**src/vpw_pkg.sv**
```systemverilog
// constants, field layout, request carrier and state encoding for the
// pci direct access window bridge; assumes one 20 MHz system clock.
package vpw_pkg;

  localparam logic [31:0] VPW_CTRL_OFS   = 32'h0000_0460;
  localparam logic [31:0] VPW_STAT_OFS   = 32'h0000_0464;
  localparam logic [31:0] VPW_WIN_BASE   = 32'h0000_2000;
  localparam int          VPW_WIN_AW     = 13;
  localparam logic [31:0] VPW_CTRL_MASK  = 32'hFFFF_EBF6;
  localparam logic [31:0] VPW_CTRL_RST   = 32'h0000_0000;
  localparam int          VPW_BASE_LSB   = 13;
  localparam int          VPW_FORCE_BIT  = 11;
  localparam int          VPW_LOWA_LSB   = 8;
  localparam int          VPW_RBE_LSB    = 4;
  localparam int          VPW_TYPE_LSB   = 1;
  localparam logic        VPW_MEN_RST    = 1'b1;
  localparam logic [7:0]  VPW_WAIT_CYCLES = 8'h20;

  localparam logic [1:0]  VPW_SZ_BYTE    = 2'h0;
  localparam logic [1:0]  VPW_SZ_WORD    = 2'h1;
  localparam logic [1:0]  VPW_SZ_LONG    = 2'h2;

  typedef struct packed {
    logic [31:0] addr;
    logic [3:0]  cmd;
    logic [3:0]  be_n;
    logic [31:0] wdata;
    logic        we;
  } vpw_req_t;

  localparam vpw_req_t VPW_REQ_RST = '{addr: 32'h0, cmd: 4'h0, be_n: 4'hF, wdata: 32'h0, we: 1'b0};

  typedef enum logic [2:0] {
    VPW_ST_IDLE = 3'h0,
    VPW_ST_REQ  = 3'h1,
    VPW_ST_ADDR = 3'h3,
    VPW_ST_DATA = 3'h2,
    VPW_ST_TURN = 3'h6
  } vpw_state_t;

endpackage

```
**src/vpw_pci_master.sv**
```systemverilog
// single data phase pci master engine for the direct access window.
// assumes the bus pins are external: every pin input passes two flip-flops.
`timescale 1ns/1ns
module vpw_pci_master
  import vpw_pkg::*;
(
  input  wire logic        clk_sys,
  input  wire logic        rst,
  input  wire logic        start,
  input  wire vpw_req_t    req,
  output logic             done,
  output logic             err,
  output logic [31:0]      rdata,
  output logic             pci_req_n,
  input  wire logic        pci_gnt_n,
  input  wire logic [31:0] pci_ad_in,
  output logic [31:0]      pci_ad_out,
  output logic             pci_ad_oe,
  output logic [3:0]       pci_cbe_n_out,
  output logic             pci_frame_n_out,
  output logic             pci_irdy_n_out,
  output logic             pci_ctl_oe,
  input  wire logic        pci_frame_n_in,
  input  wire logic        pci_irdy_n_in,
  input  wire logic        pci_trdy_n_in,
  input  wire logic        pci_devsel_n_in,
  input  wire logic        pci_stop_n_in
);

  logic [37:0] s1_q;
  logic [37:0] s2_q;
  logic        gnt_s, frame_s, irdy_s, trdy_s, stop_s, devsel_s;
  logic [31:0] ad_s;

  vpw_state_t  st_q, st_d;
  vpw_req_t    lat_q, lat_d;
  logic [7:0]  cnt_q, cnt_d;
  logic        done_d, err_d, req_n_d, frame_d, irdy_d, ad_oe_d, ctl_oe_d;
  logic [31:0] rdata_d, ad_d;
  logic [3:0]  cbe_d;

  always_ff @(posedge clk_sys) begin
    if (rst) begin
      s1_q <= {38{1'b1}};
      s2_q <= {38{1'b1}};
    end else begin
      s1_q <= {pci_ad_in, pci_gnt_n, pci_frame_n_in, pci_irdy_n_in, pci_trdy_n_in, pci_devsel_n_in, pci_stop_n_in};
      s2_q <= s1_q;
    end
  end

  assign {ad_s, gnt_s, frame_s, irdy_s, trdy_s, devsel_s, stop_s} = s2_q;

  // sampled data stays aligned with sampled trdy because both pass the same two stages;
  // limitation: irdy is held two cycles past the target's completing edge.
  always_comb begin
    st_d     = st_q;
    lat_d    = lat_q;
    cnt_d    = cnt_q;
    done_d   = 1'b0;
    err_d    = 1'b0;
    rdata_d  = rdata;
    req_n_d  = pci_req_n;
    frame_d  = pci_frame_n_out;
    irdy_d   = pci_irdy_n_out;
    ad_d     = pci_ad_out;
    ad_oe_d  = pci_ad_oe;
    cbe_d    = pci_cbe_n_out;
    ctl_oe_d = pci_ctl_oe;
    case (st_q)
      VPW_ST_IDLE: begin
        if (start) begin
          lat_d   = req;
          req_n_d = 1'b0;
          st_d    = VPW_ST_REQ;
        end
      end
      VPW_ST_REQ: begin
        if (!gnt_s && frame_s && irdy_s) begin
          frame_d  = 1'b0;
          ad_d     = lat_q.addr;
          cbe_d    = lat_q.cmd;
          ad_oe_d  = 1'b1;
          ctl_oe_d = 1'b1;
          st_d     = VPW_ST_ADDR;
        end
      end
      VPW_ST_ADDR: begin
        frame_d = 1'b1;
        irdy_d  = 1'b0;
        req_n_d = 1'b1;
        cbe_d   = lat_q.be_n;
        ad_d    = lat_q.wdata;
        ad_oe_d = lat_q.we;
        cnt_d   = 8'h00;
        st_d    = VPW_ST_DATA;
      end
      VPW_ST_DATA: begin
        cnt_d = cnt_q + 8'h01;
        if (!trdy_s && !devsel_s) begin
          rdata_d = ad_s;
          done_d  = 1'b1;
          irdy_d  = 1'b1;
          st_d    = VPW_ST_TURN;
        end else if (!stop_s || cnt_q == VPW_WAIT_CYCLES) begin
          // retry, target abort and master abort all end the access as an error
          err_d  = 1'b1;
          irdy_d = 1'b1;
          st_d   = VPW_ST_TURN;
        end
      end
      VPW_ST_TURN: begin
        ad_oe_d  = 1'b0;
        ctl_oe_d = 1'b0;
        st_d     = VPW_ST_IDLE;
      end
      default: begin
        st_d = VPW_ST_IDLE;
      end
    endcase
  end

  always_ff @(posedge clk_sys) begin
    if (rst) begin
      st_q            <= VPW_ST_IDLE;
      lat_q           <= VPW_REQ_RST;
      cnt_q           <= 8'h00;
      done            <= 1'b0;
      err             <= 1'b0;
      rdata           <= 32'h0000_0000;
      pci_req_n       <= 1'b1;
      pci_frame_n_out <= 1'b1;
      pci_irdy_n_out  <= 1'b1;
      pci_ad_out      <= 32'h0000_0000;
      pci_ad_oe       <= 1'b0;
      pci_cbe_n_out   <= 4'hF;
      pci_ctl_oe      <= 1'b0;
    end else begin
      st_q            <= st_d;
      lat_q           <= lat_d;
      cnt_q           <= cnt_d;
      done            <= done_d;
      err             <= err_d;
      rdata           <= rdata_d;
      pci_req_n       <= req_n_d;
      pci_frame_n_out <= frame_d;
      pci_irdy_n_out  <= irdy_d;
      pci_ad_out      <= ad_d;
      pci_ad_oe       <= ad_oe_d;
      pci_cbe_n_out   <= cbe_d;
      pci_ctl_oe      <= ctl_oe_d;
    end
  end

endmodule // vpw_pci_master

```
**src/vpw_window.sv**
```systemverilog
// host-facing decode, window control register and master enable of the
// pci direct access window; assumes host requests come from same-clock logic.
`timescale 1ns/1ns
module vpw_window
  import vpw_pkg::*;
(
  input  wire logic        clk_sys,
  input  wire logic        rst,
  input  wire logic        host_req,
  input  wire logic        host_we,
  input  wire logic [31:0] host_addr,
  input  wire logic [1:0]  host_size,
  input  wire logic [31:0] host_wdata,
  output logic             host_ack,
  output logic             host_err,
  output logic [31:0]      host_rdata,
  input  wire logic        proc_men_wr,
  input  wire logic        proc_men_val,
  output logic             pci_req_n,
  input  wire logic        pci_gnt_n,
  input  wire logic [31:0] pci_ad_in,
  output logic [31:0]      pci_ad_out,
  output logic             pci_ad_oe,
  output logic [3:0]       pci_cbe_n_out,
  output logic             pci_frame_n_out,
  output logic             pci_irdy_n_out,
  output logic             pci_ctl_oe,
  input  wire logic        pci_frame_n_in,
  input  wire logic        pci_irdy_n_in,
  input  wire logic        pci_trdy_n_in,
  input  wire logic        pci_devsel_n_in,
  input  wire logic        pci_stop_n_in
);

  logic [31:0] ctrl_q, ctrl_d;
  logic        men_q, men_d;
  logic        busy_q, busy_d;
  logic        abort_q, abort_d;
  logic        start_q, start_d;
  vpw_req_t    req_q, req_d;
  logic        ack_d, err_d;
  logic [31:0] rdata_d;
  logic        eng_done, eng_err;
  logic [31:0] eng_rdata;
  logic        in_win;
  logic [31:0] pci_addr;
  logic        host_we_lat_q;

  // active-low lanes from host width and byte alignment
  function automatic logic [3:0] wr_be_n(input logic [1:0] size, input logic [1:0] a);
    logic [3:0] r;
    r = 4'h0;
    case (size)
      VPW_SZ_BYTE: r = ~(4'h1 << a);
      VPW_SZ_WORD: r = a[1] ? 4'h3 : 4'hC;
      default:     r = 4'h0;
    endcase
    return r;
  endfunction

  // command code per type field and direction
  function automatic logic [3:0] cmd_of(input logic [1:0] typ, input logic we);
    logic [3:0] c;
    c = 4'h0;
    case (typ)
      2'h0:    c = we ? 4'h1 : 4'h0;
      2'h1:    c = we ? 4'h3 : 4'h2;
      2'h2:    c = we ? 4'h7 : 4'h6;
      default: c = we ? 4'hB : 4'hA;
    endcase
    return c;
  endfunction

  assign in_win = (host_addr[31:VPW_WIN_AW] == VPW_WIN_BASE[31:VPW_WIN_AW]);

  always_comb begin
    pci_addr = {ctrl_q[31:VPW_BASE_LSB], host_addr[VPW_WIN_AW-1:0]};
    if (ctrl_q[VPW_FORCE_BIT]) begin
      pci_addr[1:0] = ctrl_q[VPW_LOWA_LSB +: 2];
    end
  end

  // master enable: only the processor port reaches it, the host decode has no path to it
  always_comb begin
    men_d = men_q;
    if (proc_men_wr) begin
      men_d = proc_men_val;
    end
  end

  always_ff @(posedge clk_sys) begin
    if (rst) begin
      men_q <= VPW_MEN_RST;
    end else begin
      men_q <= men_d;
    end
  end

  // outcome of the last pci access, held for the status word until the next one ends
  always_comb begin
    abort_d = abort_q;
    if (busy_q && (eng_done || eng_err)) begin
      abort_d = eng_err;
    end
  end

  always_ff @(posedge clk_sys) begin
    if (rst) begin
      abort_q <= 1'b0;
    end else begin
      abort_q <= abort_d;
    end
  end

  always_comb begin
    ctrl_d  = ctrl_q;
    busy_d  = busy_q;
    start_d = 1'b0;
    req_d   = req_q;
    ack_d   = 1'b0;
    err_d   = 1'b0;
    rdata_d = host_rdata;
    if (busy_q) begin
      // requests arriving while a pci access runs are ignored until the ack
      if (eng_done || eng_err) begin
        busy_d  = 1'b0;
        ack_d   = 1'b1;
        err_d   = eng_err;
        rdata_d = host_we_lat_q ? 32'h0000_0000 : eng_rdata;
      end
    end else if (host_req && !host_ack) begin
      // the host holds its request through the ack cycle; taking it there would repeat the access
      ack_d   = 1'b1;
      rdata_d = 32'h0000_0000;
      if (host_addr == VPW_CTRL_OFS) begin
        if (host_we) begin
          ctrl_d = host_wdata & VPW_CTRL_MASK;
        end else begin
          rdata_d = ctrl_q;
        end
      end else if (host_addr == VPW_STAT_OFS) begin
        rdata_d = {30'h0, abort_q, men_q};
      end else if (in_win) begin
        if (men_q) begin
          ack_d      = 1'b0;
          busy_d     = 1'b1;
          start_d    = 1'b1;
          req_d.addr = pci_addr;
          req_d.cmd  = cmd_of(ctrl_q[VPW_TYPE_LSB +: 2], host_we);
          req_d.be_n = host_we ? wr_be_n(host_size, host_addr[1:0])
                               : ctrl_q[VPW_RBE_LSB +: 4];
          req_d.wdata = host_wdata;
          req_d.we   = host_we;
        end else begin
          err_d = 1'b1;
        end
      end
    end
  end

  always_ff @(posedge clk_sys) begin
    if (rst) begin
      ctrl_q        <= VPW_CTRL_RST;
      busy_q        <= 1'b0;
      start_q       <= 1'b0;
      req_q         <= VPW_REQ_RST;
      host_ack      <= 1'b0;
      host_err      <= 1'b0;
      host_rdata    <= 32'h0000_0000;
      host_we_lat_q <= 1'b0;
    end else begin
      ctrl_q        <= ctrl_d;
      busy_q        <= busy_d;
      start_q       <= start_d;
      req_q         <= req_d;
      host_ack      <= ack_d;
      host_err      <= err_d;
      host_rdata    <= rdata_d;
      host_we_lat_q <= req_d.we;
    end
  end

  vpw_pci_master u_master (
    .clk_sys         (clk_sys),
    .rst             (rst),
    .start           (start_q),
    .req             (req_q),
    .done            (eng_done),
    .err             (eng_err),
    .rdata           (eng_rdata),
    .pci_req_n       (pci_req_n),
    .pci_gnt_n       (pci_gnt_n),
    .pci_ad_in       (pci_ad_in),
    .pci_ad_out      (pci_ad_out),
    .pci_ad_oe       (pci_ad_oe),
    .pci_cbe_n_out   (pci_cbe_n_out),
    .pci_frame_n_out (pci_frame_n_out),
    .pci_irdy_n_out  (pci_irdy_n_out),
    .pci_ctl_oe      (pci_ctl_oe),
    .pci_frame_n_in  (pci_frame_n_in),
    .pci_irdy_n_in   (pci_irdy_n_in),
    .pci_trdy_n_in   (pci_trdy_n_in),
    .pci_devsel_n_in (pci_devsel_n_in),
    .pci_stop_n_in   (pci_stop_n_in)
  );

endmodule // vpw_window

```
**config.mk**
```make
export PLATFORM = sky130hd
export DESIGN_NAME = vpw_window
export DESIGN_NICKNAME = d
export VERILOG_FILES = /design/src/vpw_pkg.sv /design/src/vpw_pci_master.sv /design/src/vpw_window.sv
export SDC_FILE = /design/constraint.sdc
export NUM_CORES = 1
export LEC_CHECK = 0
export ABC_AREA = 0
export BUFFER_PORTS_ARGS = -buffer_cell sky130_fd_sc_hd__buf_2
export CAP_MARGIN = 20
export CORE_MARGIN = 2
export CORE_UTILIZATION = 57
export CTS_CLUSTER_SIZE = 30
export DETAILED_ROUTE_END_ITERATION = 8
export GPL_TIMING_DRIVEN = 0
export PLACE_DENSITY = 0.79
export SLEW_MARGIN = 20
export SYNTH_ARGS = -nofsm -noshare
export SYNTH_HDL_FRONTEND = slang
export SYNTH_SLANG_ARGS = --single-unit
```
**constraint.sdc**
```tcl
create_clock -name clk_sys -period 1.8 [get_ports clk_sys]
set_input_delay 0.27 -clock clk_sys [delete_from_list [all_inputs] [get_ports clk_sys]]
set_output_delay 0.27 -clock clk_sys [all_outputs]
set_load 0.01 [all_outputs]
```
Word level (Yosys, flattened, before mapping)
Cells that the tools add are included.
{"block": "totals", "register_bits": 374, "out_inout_bits": 75}
{"block": "classes", "n_addsub": 1, "eq_ne": 15, "n_shift": 1, "n_mux": 64, "bitwise_logic": 5, "n_reduce_logical": 35}
{"cell": "$mux 32", "count": 7}
{"cell": "$eq 32x11->1 const B", "count": 2}
{"cell": "$pmux 32 s2", "count": 1}
{"cell": "$mux 1", "count": 37}
{"cell": "$eq 19x1->1 const B", "count": 1}
{"cell": "$pmux 4 s2", "count": 2}
{"cell": "$pmux 8 s2", "count": 1}
{"cell": "$reduce_and 2->1", "count": 8}
{"cell": "$mux 3", "count": 4}
{"cell": "$mux 4", "count": 3}
{"cell": "$pmux 3 s4", "count": 1}
{"cell": "$pmux 4 s3", "count": 1}
{"cell": "$reduce_bool 2->1", "count": 5}
{"cell": "$add 8x1->8 const B", "count": 1}
{"cell": "$eq 8x6->1 const B", "count": 1}
{"cell": "$pmux 1 s2", "count": 4}
{"cell": "$eq 3x2->1 const B", "count": 2}
{"cell": "$reduce_and 6->1", "count": 1}
{"cell": "$logic_and 1x1->1", "count": 5}
{"cell": "$logic_not 1->1", "count": 5}
{"cell": "$eq 2x1->1 const B", "count": 2}
{"cell": "$logic_not 2->1", "count": 2}
{"cell": "$mux 2", "count": 2}
{"cell": "$ne 2x1->1 const B", "count": 2}
{"cell": "other kinds (16)", "count": 21}

Depth between registers and ports, before layout
Gate-level depths: netlist of run 1.
{"block": "depth", "depth_word": 6, "ltp_mapped": 7, "mapped_depth_nobuf": 6}

Modules after synthesis
A second synthesis of run 1 with hierarchy kept.
{"block": "hier_totals", "cells_unflattened": 1593, "area_unflattened_um2": 14113.5}
{"module": "vpw_pci_master", "n_inst": 1, "cells_each": 921, "area_each_um2": 8190.4, "seq_area_each_um2": 4704.5}
{"module": "vpw_window", "n_inst": 1, "cells_each": 672, "area_each_um2": 5923.2, "seq_area_each_um2": 2762.6}

Least setup slack after synthesis of run 1
OpenSTA, ideal clock, no wires.
{"block": "synth_timing", "path_type": "reg2reg", "startpoint": "reg busy_q", "endpoint": "reg host_rdata[12]", "setup_ps": 128, "arrival_ps": 1497, "required_time_ps": 1672, "setup_slack_ps": 175, "path_stages_with_launch": 8, "n_path_buf": 3, "synth_period_minus_slack_ps": 1625, "path_cell_list": "dfxtp_1 or3b_1 clkbuf_1 and2_1 clkbuf_1 buf_2 a22oi_1 nor2_1"}
{"block": "synth_via", "elab_chain_len": 2, "word_cells_on_any_way": 4, "classes_between": "1 x eq/ne; 1 x mux; 2 x reduce/logical"}
{"item": "start, declared", "line": "vpw_window.sv:37", "text": "logic busy_q, busy_d;"}
{"item": "start signal, assigned", "line": "vpw_window.sv:173", "text": "busy_q <= busy_d;"}
{"item": "$ne 2x1->1 (no line) / $reduce_bool 2->1 (equally long branches)"}
{"item": "$reduce_and 2->1 (no line)"}
{"item": "end signal, assigned", "line": "vpw_window.sv:178", "text": "host_rdata <= rdata_d;"}
{"item": "end, declared", "line": "vpw_window.sv:16", "text": "output logic [31:0] host_rdata,"}
Several ways; a longest one is shown, not always the timed one.
A chain may end at the register's enable or synchronous reset.

Final worst setup path of run 1
{"block": "layout_timing", "startpoint": "reg busy_q", "endpoint": "reg req_q[14] (netlist bit)"}
{"block": "layout_via", "elab_chain_len": 2}
{"item": "$not 1->1 (no line)"}
{"item": "$reduce_and 6->1 (no line)"}
{"item": "end signal, assigned", "line": "vpw_window.sv:175", "text": "req_q <= req_d;"}
{"item": "end, declared", "line": "vpw_window.sv:40", "text": "vpw_req_t req_q, req_d;"}
Every way passes these cells.

==> metrics list, run 1 <==
* Yosys cell types: 52
* Largest net degree at the start of global routing: 16
- Total of endpoints with negative setup slack in the final report: 3
- CP arrival: 2.33 ns
- Count of inserted antenna diode cells: 0
- Of the synthesized area, sequential elements account for 0.5382.
* Run status: finished, violations left
* Number of antenna violations at the first check in global routing: 0
- Before antenna repair, the detailed router went through 6 iterations.
- Final core utilization: 0.7139
- Crit path buf inv count: 1
- Global routing finished with a remaining overflow of 0.
* Max Transition Viols Final: 0
- Detail Placement HPWL: 28.79 mm
- Once placement completed, the tool counted placed cells totaling 2063.
* Share of layout cells above drive strength 1: 0.2485
* First-pass GRT wire length: 62.18 mm
* Total number of vias: 12360
- TritonCTS built the clock tree.
* Count of boundary I/O pins: 185
- The critical path in this run is classified as reg -> reg.
- CTS placed an instance of sky130_fd_sc_hd__clkbuf_16 at the clock tree root.
* Design area: 17210 sq um
- At the placement stage, the worst setup path has a slack of -0.4702 ns.
- Crit path launch type: flop
- Final setup slack of the worst path: -0.06502 ns
- Overall Global Routing Usage: 0.3063
* Via count of the first global-routing pass: 11970
* Cell types with the largest area share after synthesis: sky130_fd_sc_hd__dfxtp_1 54%, sky130_fd_sc_hd__nand2_1 9.5%, sky130_fd_sc_hd__a21oi_1 5.7%
- Max-cap violations in this run came to 0.
- Data on the critical path is required at its endpoint by 2.27 ns.
- In this run the worst hold path is classified as in -> reg.
- Synthesis produced a netlist with a net count of 1668.
- The placed instances occupy a cell area of 15160 sq um.
- Total clock buffers created by CTS: 38
- The floorplan step defined a core boundary enclosing 24110 sq um.
- Buffers placed on the I/O ports in this run total 183.
- Post-Synthesis Cells: 1556
* Yosys top cell area share: 0.5382
- The initialized floorplan defines 57 standard-cell rows.
- Final hold vios: 0
- After detailed routing, the total wire length is 40.34 mm.
- The synthesized design contains 0 enable-type register cells.
- Compared with the post-synthesis result, the final layout area differs by 24.36%.
* Number of nets in the layout: 1931
* Warning count from the yosys run: 0
- Areal power density over the cells: 1031 nW/um^2
- Wire length per cell: 18.58 um
* Number of standard cells in the layout, taps in and fillers out: 2171
- From bottom edge to top edge, the die measures 159.8 um.
- From left edge to right edge, the die measures 159.8 um.
* Detailed-route DRC error count: 0
* RSZ-0062 raised after global routing: true
- Clock transition at the registers of the reported paths: 0.06 ns
- The signal on the critical path passes through or3b_4 > clkbuf_1 > nor4_1 > a31o_2.
- Clock tree sinks: 372
- In this run the mean area of a mapped cell was 8.893 sq um.
- Routed Antenna Nets: 0
- After layout, the design draws a total of 17.75 mW.
- Cell family with most CP delay: simple AND/OR/NAND/NOR gates
* Crit-path slowest cell: sky130_fd_sc_hd__nor4_1
- Min Clock Period, post-route: 1.865 ns
- Crit share post-route: 1.036
* Leakage power summed over all cells: 6.441 nW
- Deepest level of the CTS H-tree: 2
- Achievable clock frequency: 0.5362 GHz
- Full die area: 25540 sq um
- Maximum clock path buffer count: 3
- Violated checks: negative setup slack
* Vias per cell: 5.695
* Transition time of the tightest slew-check pin: 0.8590 ns
- By instance count, the leading cell after synthesis is sky130_fd_sc_hd__dfxtp_1.
* Ranking of synthesized cells by instance count: 372 x sky130_fd_sc_hd__dfxtp_1, 350 x sky130_fd_sc_hd__nand2_1, 158 x sky130_fd_sc_hd__a21oi_1, 94 x sky130_fd_sc_hd__clkbuf_1, 76 x sky130_fd_sc_hd__or2_2
* Flip-flop and latch count after synthesis: 372
- In the synthesized netlist the async set-or-reset flop fraction comes to 0.
* Worst stage delay on the critical path: 0.53 ns
- Of all cell types, the one taking the most synthesized area is sky130_fd_sc_hd__dfxtp_1.
* Weighted congestion at the end of routability-driven global placement: 0.9616
- Worst voltage drop across the vdd grid: 0.9445 mV
- In this run the cell area of the synthesized design comes to 13840 sq um.
- Along the worst path, the maximum fanout reaches 10.
- Measured against its own limit, the worst slew margin works out to 0.4274.
- Initial drt markers: 1234
* Critical Path Sink Type: flop
- Between clock sinks in the finished design, the worst skew comes to 0.02921 ns.
- Most used flip-flop cell after synthesis: sky130_fd_sc_hd__dfxtp_1
- For this configuration, the core starts out at a cell density of 0.5741.
* Worst skew pair latency: 0.53 ns
## per-stage QoR
stage	setup TNS, ns	hold slack (ns)
floorplan	0	0.3738
global placement	-62.89	0.3927
detailed placement	-71.52	0.3928
CTS	0	0.01040
global route	-0.6017	0.02147
finish	-0.1476	0.02209
## cell usage in the layout (no fill, tap or decap), types with 15 or more instances in the layout
cell,Yosys,routed
sky130_fd_sc_hd__clkbuf_2,0,16
sky130_fd_sc_hd__clkbuf_16,0,39
sky130_fd_sc_hd__or2_2,76,76
sky130_fd_sc_hd__nor4_2,1,15
sky130_fd_sc_hd__dlygate4sd3_1,0,40
sky130_fd_sc_hd__dfxtp_1,372,366
sky130_fd_sc_hd__a21oi_1,158,157
sky130_fd_sc_hd__a31o_1,24,24
sky130_fd_sc_hd__nand4_1,19,19
sky130_fd_sc_hd__nand2_1,350,348
sky130_fd_sc_hd__mux2i_1,35,35
sky130_fd_sc_hd__nor4_1,53,39
sky130_fd_sc_hd__buf_2,30,205
sky130_fd_sc_hd__o22ai_1,28,28
sky130_fd_sc_hd__clkbuf_1,94,82
sky130_fd_sc_hd__nor2_1,60,59
sky130_fd_sc_hd__o2111ai_1,28,28
sky130_fd_sc_hd__o21ai_0,39,38
sky130_fd_sc_hd__a31o_2,25,25
sky130_fd_sc_hd__a311oi_1,33,28
## power by group
part	internal (mW)	switching [mW]
combinational	0.359	0.566
clock	5.20	3.19
sequential	8.36	0.0721
## final cells by class
| type | count | area [sq um] |
|---|---|---|
| buffer | 138 | 681.9 |
| clock buffer | 51 | 1071 |
| inverter | 8 | 30.03 |
| sequential | 372 | 7457 |
| clock inverter | 17 | 276.5 |
| tap | 324 | 405.4 |
| multi-input combinational | 1035 | 5948 |
| timing repair buffer | 226 | 1339 |
| fill | 1898 | 6897 |
## repair_timing
item	in CTS	in global routing
hold buffers	40	0
setup endpoints to repair	265	163
endpoints found under the hold margin	39	0
gates resized for setup	30	60
setup buffers	0	3
pin swaps	0	1
## metal layers
layer,share of wire,vias up,track usage
met2,0.48,551,0.5140
met3,0.083,120,0.06156
li1,-,6006,-
met5,0,-,0
met4,0.042,0,0.1581
met1,0.40,5687,0.3746
## cells by family (layout without fill, tap and decap cells)
kind of cell             Yosys count  after routing  synth area share
AO/OA/AOI/OAI                    376            376            0.1767
buffers and inverters            149            440           0.04828
adder cells (fa/ha/maj)            2              2          0.001808
multiplexers                      37             37           0.02694
flip-flops                       372            372            0.5382
AND/OR/NAND/NOR                  620            620            0.2081
## path summary, 6_finish.rpt
path	startpoint	endpoint	slack, ns	cells past startpoint
setup reg to reg	busy_q	req_q[14]	-0.07	4
hold / removal	host_wdata[3]	req_q[4]	0.02	3
setup / recovery	busy_q	req_q[14]	-0.07	4
hold reg to reg	u_master.s1_q[14]	u_master.s2_q[14]	0.40	1
## worst min-delay path, stage by stage
cell and delay (ns):
sky130_fd_sc_hd__buf_2 0.11, sky130_fd_sc_hd__nand4_1 0.06, sky130_fd_sc_hd__a21oi_1 0.06
## flip-flops by register name (all words and copies together), names as in the netlist, 3 cells and up
| name | count |
|---|---|
| u_master.st_q | 3 |
| ctrl_q | 28 |
| req_q | 72 |
| u_master.cnt_q | 8 |
| host_rdata | 32 |
| u_master.s2_q | 38 |
| u_master.rdata | 32 |
| u_master.lat_q | 72 |
| u_master.s1_q | 38 |
| u_master.pci_ad_out | 32 |
| u_master.pci_cbe_n_out | 4 |
Power figures use the tool's default switching activity.
==> run 2: changes to the inputs <==
--- a/config.mk
+++ b/config.mk
@@ -6,12 +6,13 @@
 export NUM_CORES = 1
 export LEC_CHECK = 0
 export ABC_AREA = 0
-export BUFFER_PORTS_ARGS = -buffer_cell sky130_fd_sc_hd__buf_2
 export CAP_MARGIN = 20
 export CORE_MARGIN = 2
-export CORE_UTILIZATION = 57
+export CORE_UTILIZATION = 63
+export CTS_CLUSTER_DIAMETER = 50
 export CTS_CLUSTER_SIZE = 30
 export DETAILED_ROUTE_END_ITERATION = 8
+export DONT_BUFFER_PORTS = 1
 export GPL_TIMING_DRIVEN = 0
 export PLACE_DENSITY = 0.79
 export SLEW_MARGIN = 20
==> run 2 against run 1 <==
The run still ends with negative setup slack left. Via count decreased by 1.7%. Combinational power decreased by 10%. Cell count decreased by 8.7%. Utilization increased by 4.9 points. Worst setup slack got worse by 0.020 ns. Routed wire length increased by 1.1%. Register-to-register slack got worse by 0.02 ns. Sequential cell count unchanged. Sequential power increased by 0.5%. Clock skew increased by 0.012 ns.
==> metrics list, run 2 (same netlist as run 1, synthesis figures left out) <==
- Run status: finished, violations left
* Violated checks: negative setup slack
- From synthesis to final layout, the design area changed by 19.49%.
* Worst stage delay on the critical path: 0.50 ns
- The clock reaches the later pin of the worst-skew pair after 0.59 ns.
- Max Transition Viols Final: 0
* Number of standard cells in the layout, taps in and fillers out: 1983
* Min Clock Period, post-route: 1.885 ns
- Count of boundary I/O pins: 185
- Areal power density over the cells: 1003 nW/um^2
* Final wirelength: 40.80 mm
- Initial core utilization: 0.6381
- After detailed routing, the average wire length per cell comes to 20.57 um.
* Cell area after placement: 14190 sq um
- Vias per cell: 6.130
- At the end of the flow, the number of nets in the layout was 1788.
- Overall Power: 16.59 mW
- Routed Antenna Nets: 0
- Deepest level of the CTS H-tree: 1
* Leakage power summed over all cells: 5.740 nW
- Core region area: 21690 sq um
- Final core utilization: 0.7624
- Leaving out fill and tap cells, the most frequent cells in the layout are 366 x sky130_fd_sc_hd__dfxtp_1, 347 x sky130_fd_sc_hd__nand2_1, 157 x sky130_fd_sc_hd__a21oi_1, 88 x sky130_fd_sc_hd__dlygate4sd3_1.
- In the routed design, unresolved DRC markers number 0.
* Final hold vios: 0
- Via count of the first global-routing pass: 11840
- The root buffer cell chosen for the clock tree is sky130_fd_sc_hd__clkbuf_16.
- Clock skew on the completed layout was measured at 0.04142 ns.
* Setup TNS: -0.1236 ns
* Required time at the endpoint of the critical path: 2.31 ns
- Number of cells in the design after placement: 1836
- TritonCTS built the clock tree.
* Worst path cell trace: or3b_4 > clkbuf_1 > nor4_1 > a31o_2
- At the placement stage, the worst setup path has a slack of -0.3995 ns.
- Type of the worst setup path: reg -> reg
- Total of endpoints with negative setup slack in the final report: 4
* Global-route congestion overflow total: 0
* Hold WS: 0.01179 ns
* DR pass1 iterations: 5
- After the first detailed-routing iteration, the DRC count stood at 1012.
* Crit-path slowest cell: sky130_fd_sc_hd__nor4_1
- Worst voltage drop across the vdd grid: 1.068 mV
- Total number of vias: 12160
- CP arrival: 2.39 ns
- Entering global routing, the biggest net connects 27 pins.
- Relative slew slack: 0.3853
* Achievable clock frequency: 0.5305 GHz
- From bottom edge to top edge, the die measures 152.2 um.
- Counting every sink on the clock net gives 372.
- The tool flagged a number of max-cap violations equal to 0.
* Critical Path Sink Type: flop
- Once layout is done, the placed cells without fillers occupy 16540 sq um.
- For this run, the total global-route usage over all layers was measured as 0.3368.
- Largest driver fanout on the critical path: 10
- Of the cells placed in the final design, the portion with a size suffix greater than 1 is 0.1612.
* Total clock buffers created by CTS: 31
* Hold Path Class: in -> reg
- Buffers placed on the I/O ports in this run total 0.
* Final setup slack of the worst path: -0.08495 ns
- Counting along the longest clock path gives a buffer depth of 3.
* Crit path launch type: flop
- The die is 152.2 um wide.
- For the pin with the worst max-slew slack, the measured transition is 0.9220 ns.
- Core Rows: 54
- Clock transition at the registers of the reported paths: 0.09 ns
* Crit share post-route: 1.047
- The library cell used most frequently in the layout, excluding fill and tap cells, is sky130_fd_sc_hd__dfxtp_1.
* Full die area: 23170 sq um
- Detail Placement HPWL: 28.15 mm
- Number of antenna violations at the first check in global routing: 2
- First-pass GRT wire length: 62.96 mm
- Weighted congestion at the end of routability-driven global placement: 0.9616
* Top flop regs: req_q: 72 flops, u_master.lat_q: 72 flops
- Setup repair after global routing could not meet its margin everywhere.
[run 2: cell count changes in the layout (fill, tap and decap cells not counted), moves of 6 or more]
cell / change
sky130_fd_sc_hd__buf_2: -181
sky130_fd_sc_hd__clkbuf_1: -6
sky130_fd_sc_hd__clkbuf_16: -8
sky130_fd_sc_hd__dlygate4sd3_1: +48
sky130_fd_sc_hd__inv_12: +7
sky130_fd_sc_hd__nor4_1: -8
[run 2: critical path, delay by kind of cell (launching register included)]
family          cells  cell delay (ns)
simple gates        2             0.97
flops               1             0.37
buf+inv             1             0.29
compound gates      1             0.17
[run 2: power breakdown]
group	switching (mW)	leakage, nW	internal [mW]
Clock	3.54	0.533	3.76
Sequential	0.111	3.02	8.35
Combinational	0.504	2.18	0.326
[run 2: path summary, 6_finish.rpt]
kind / from / to / slack, ns / cells after the start
min reg2reg: u_master.s1_q[17] / u_master.s2_q[17] / 0.41 / 1
max reg2reg: host_ack / req_q[24] / -0.08 / 4
min: host_addr[2] / host_rdata[1] / 0.01 / 2
max: host_ack / req_q[24] / -0.08 / 4
[run 2: timing repair]
| action | in CTS | in global routing |
|---|---|---|
| endpoints found under the hold margin | 88 | 0 |
| gates cloned | 0 | 0 |
| pin swaps | 1 | 3 |
| endpoints found under the setup margin | 270 | 207 |
| buffers inserted | 0 | 2 |
| resized for setup | 32 | 69 |
| hold buffers | 88 | 0 |
[run 2: area by class of cell]
| type | count | area (sq um) |
|---|---|---|
| Sequential cell | 372 | 7457 |
| Buffer | 138 | 686.9 |
| Antenna cell | 3 | 7.507 |
| Inverter | 8 | 30.03 |
| Clock buffer | 34 | 797.0 |
| Tap cell | 280 | 350.3 |
| Clock inverter | 23 | 320.3 |
| Timing Repair Buffer | 90 | 895.9 |
| Fill cell | 1474 | 5152 |
| Multi-Input combinational cell | 1035 | 5991 |
[run 2: layer usage]
metal / track usage / up-vias / wire length (um)
met5: 0 / - / 0
met4: 0.1397 / 0 / 1777
met3: 0.09272 / 123 / 4046
met2: 0.5712 / 616 / 19190
met1: 0.4053 / 5699 / 15790
li1: - / 5717 / -
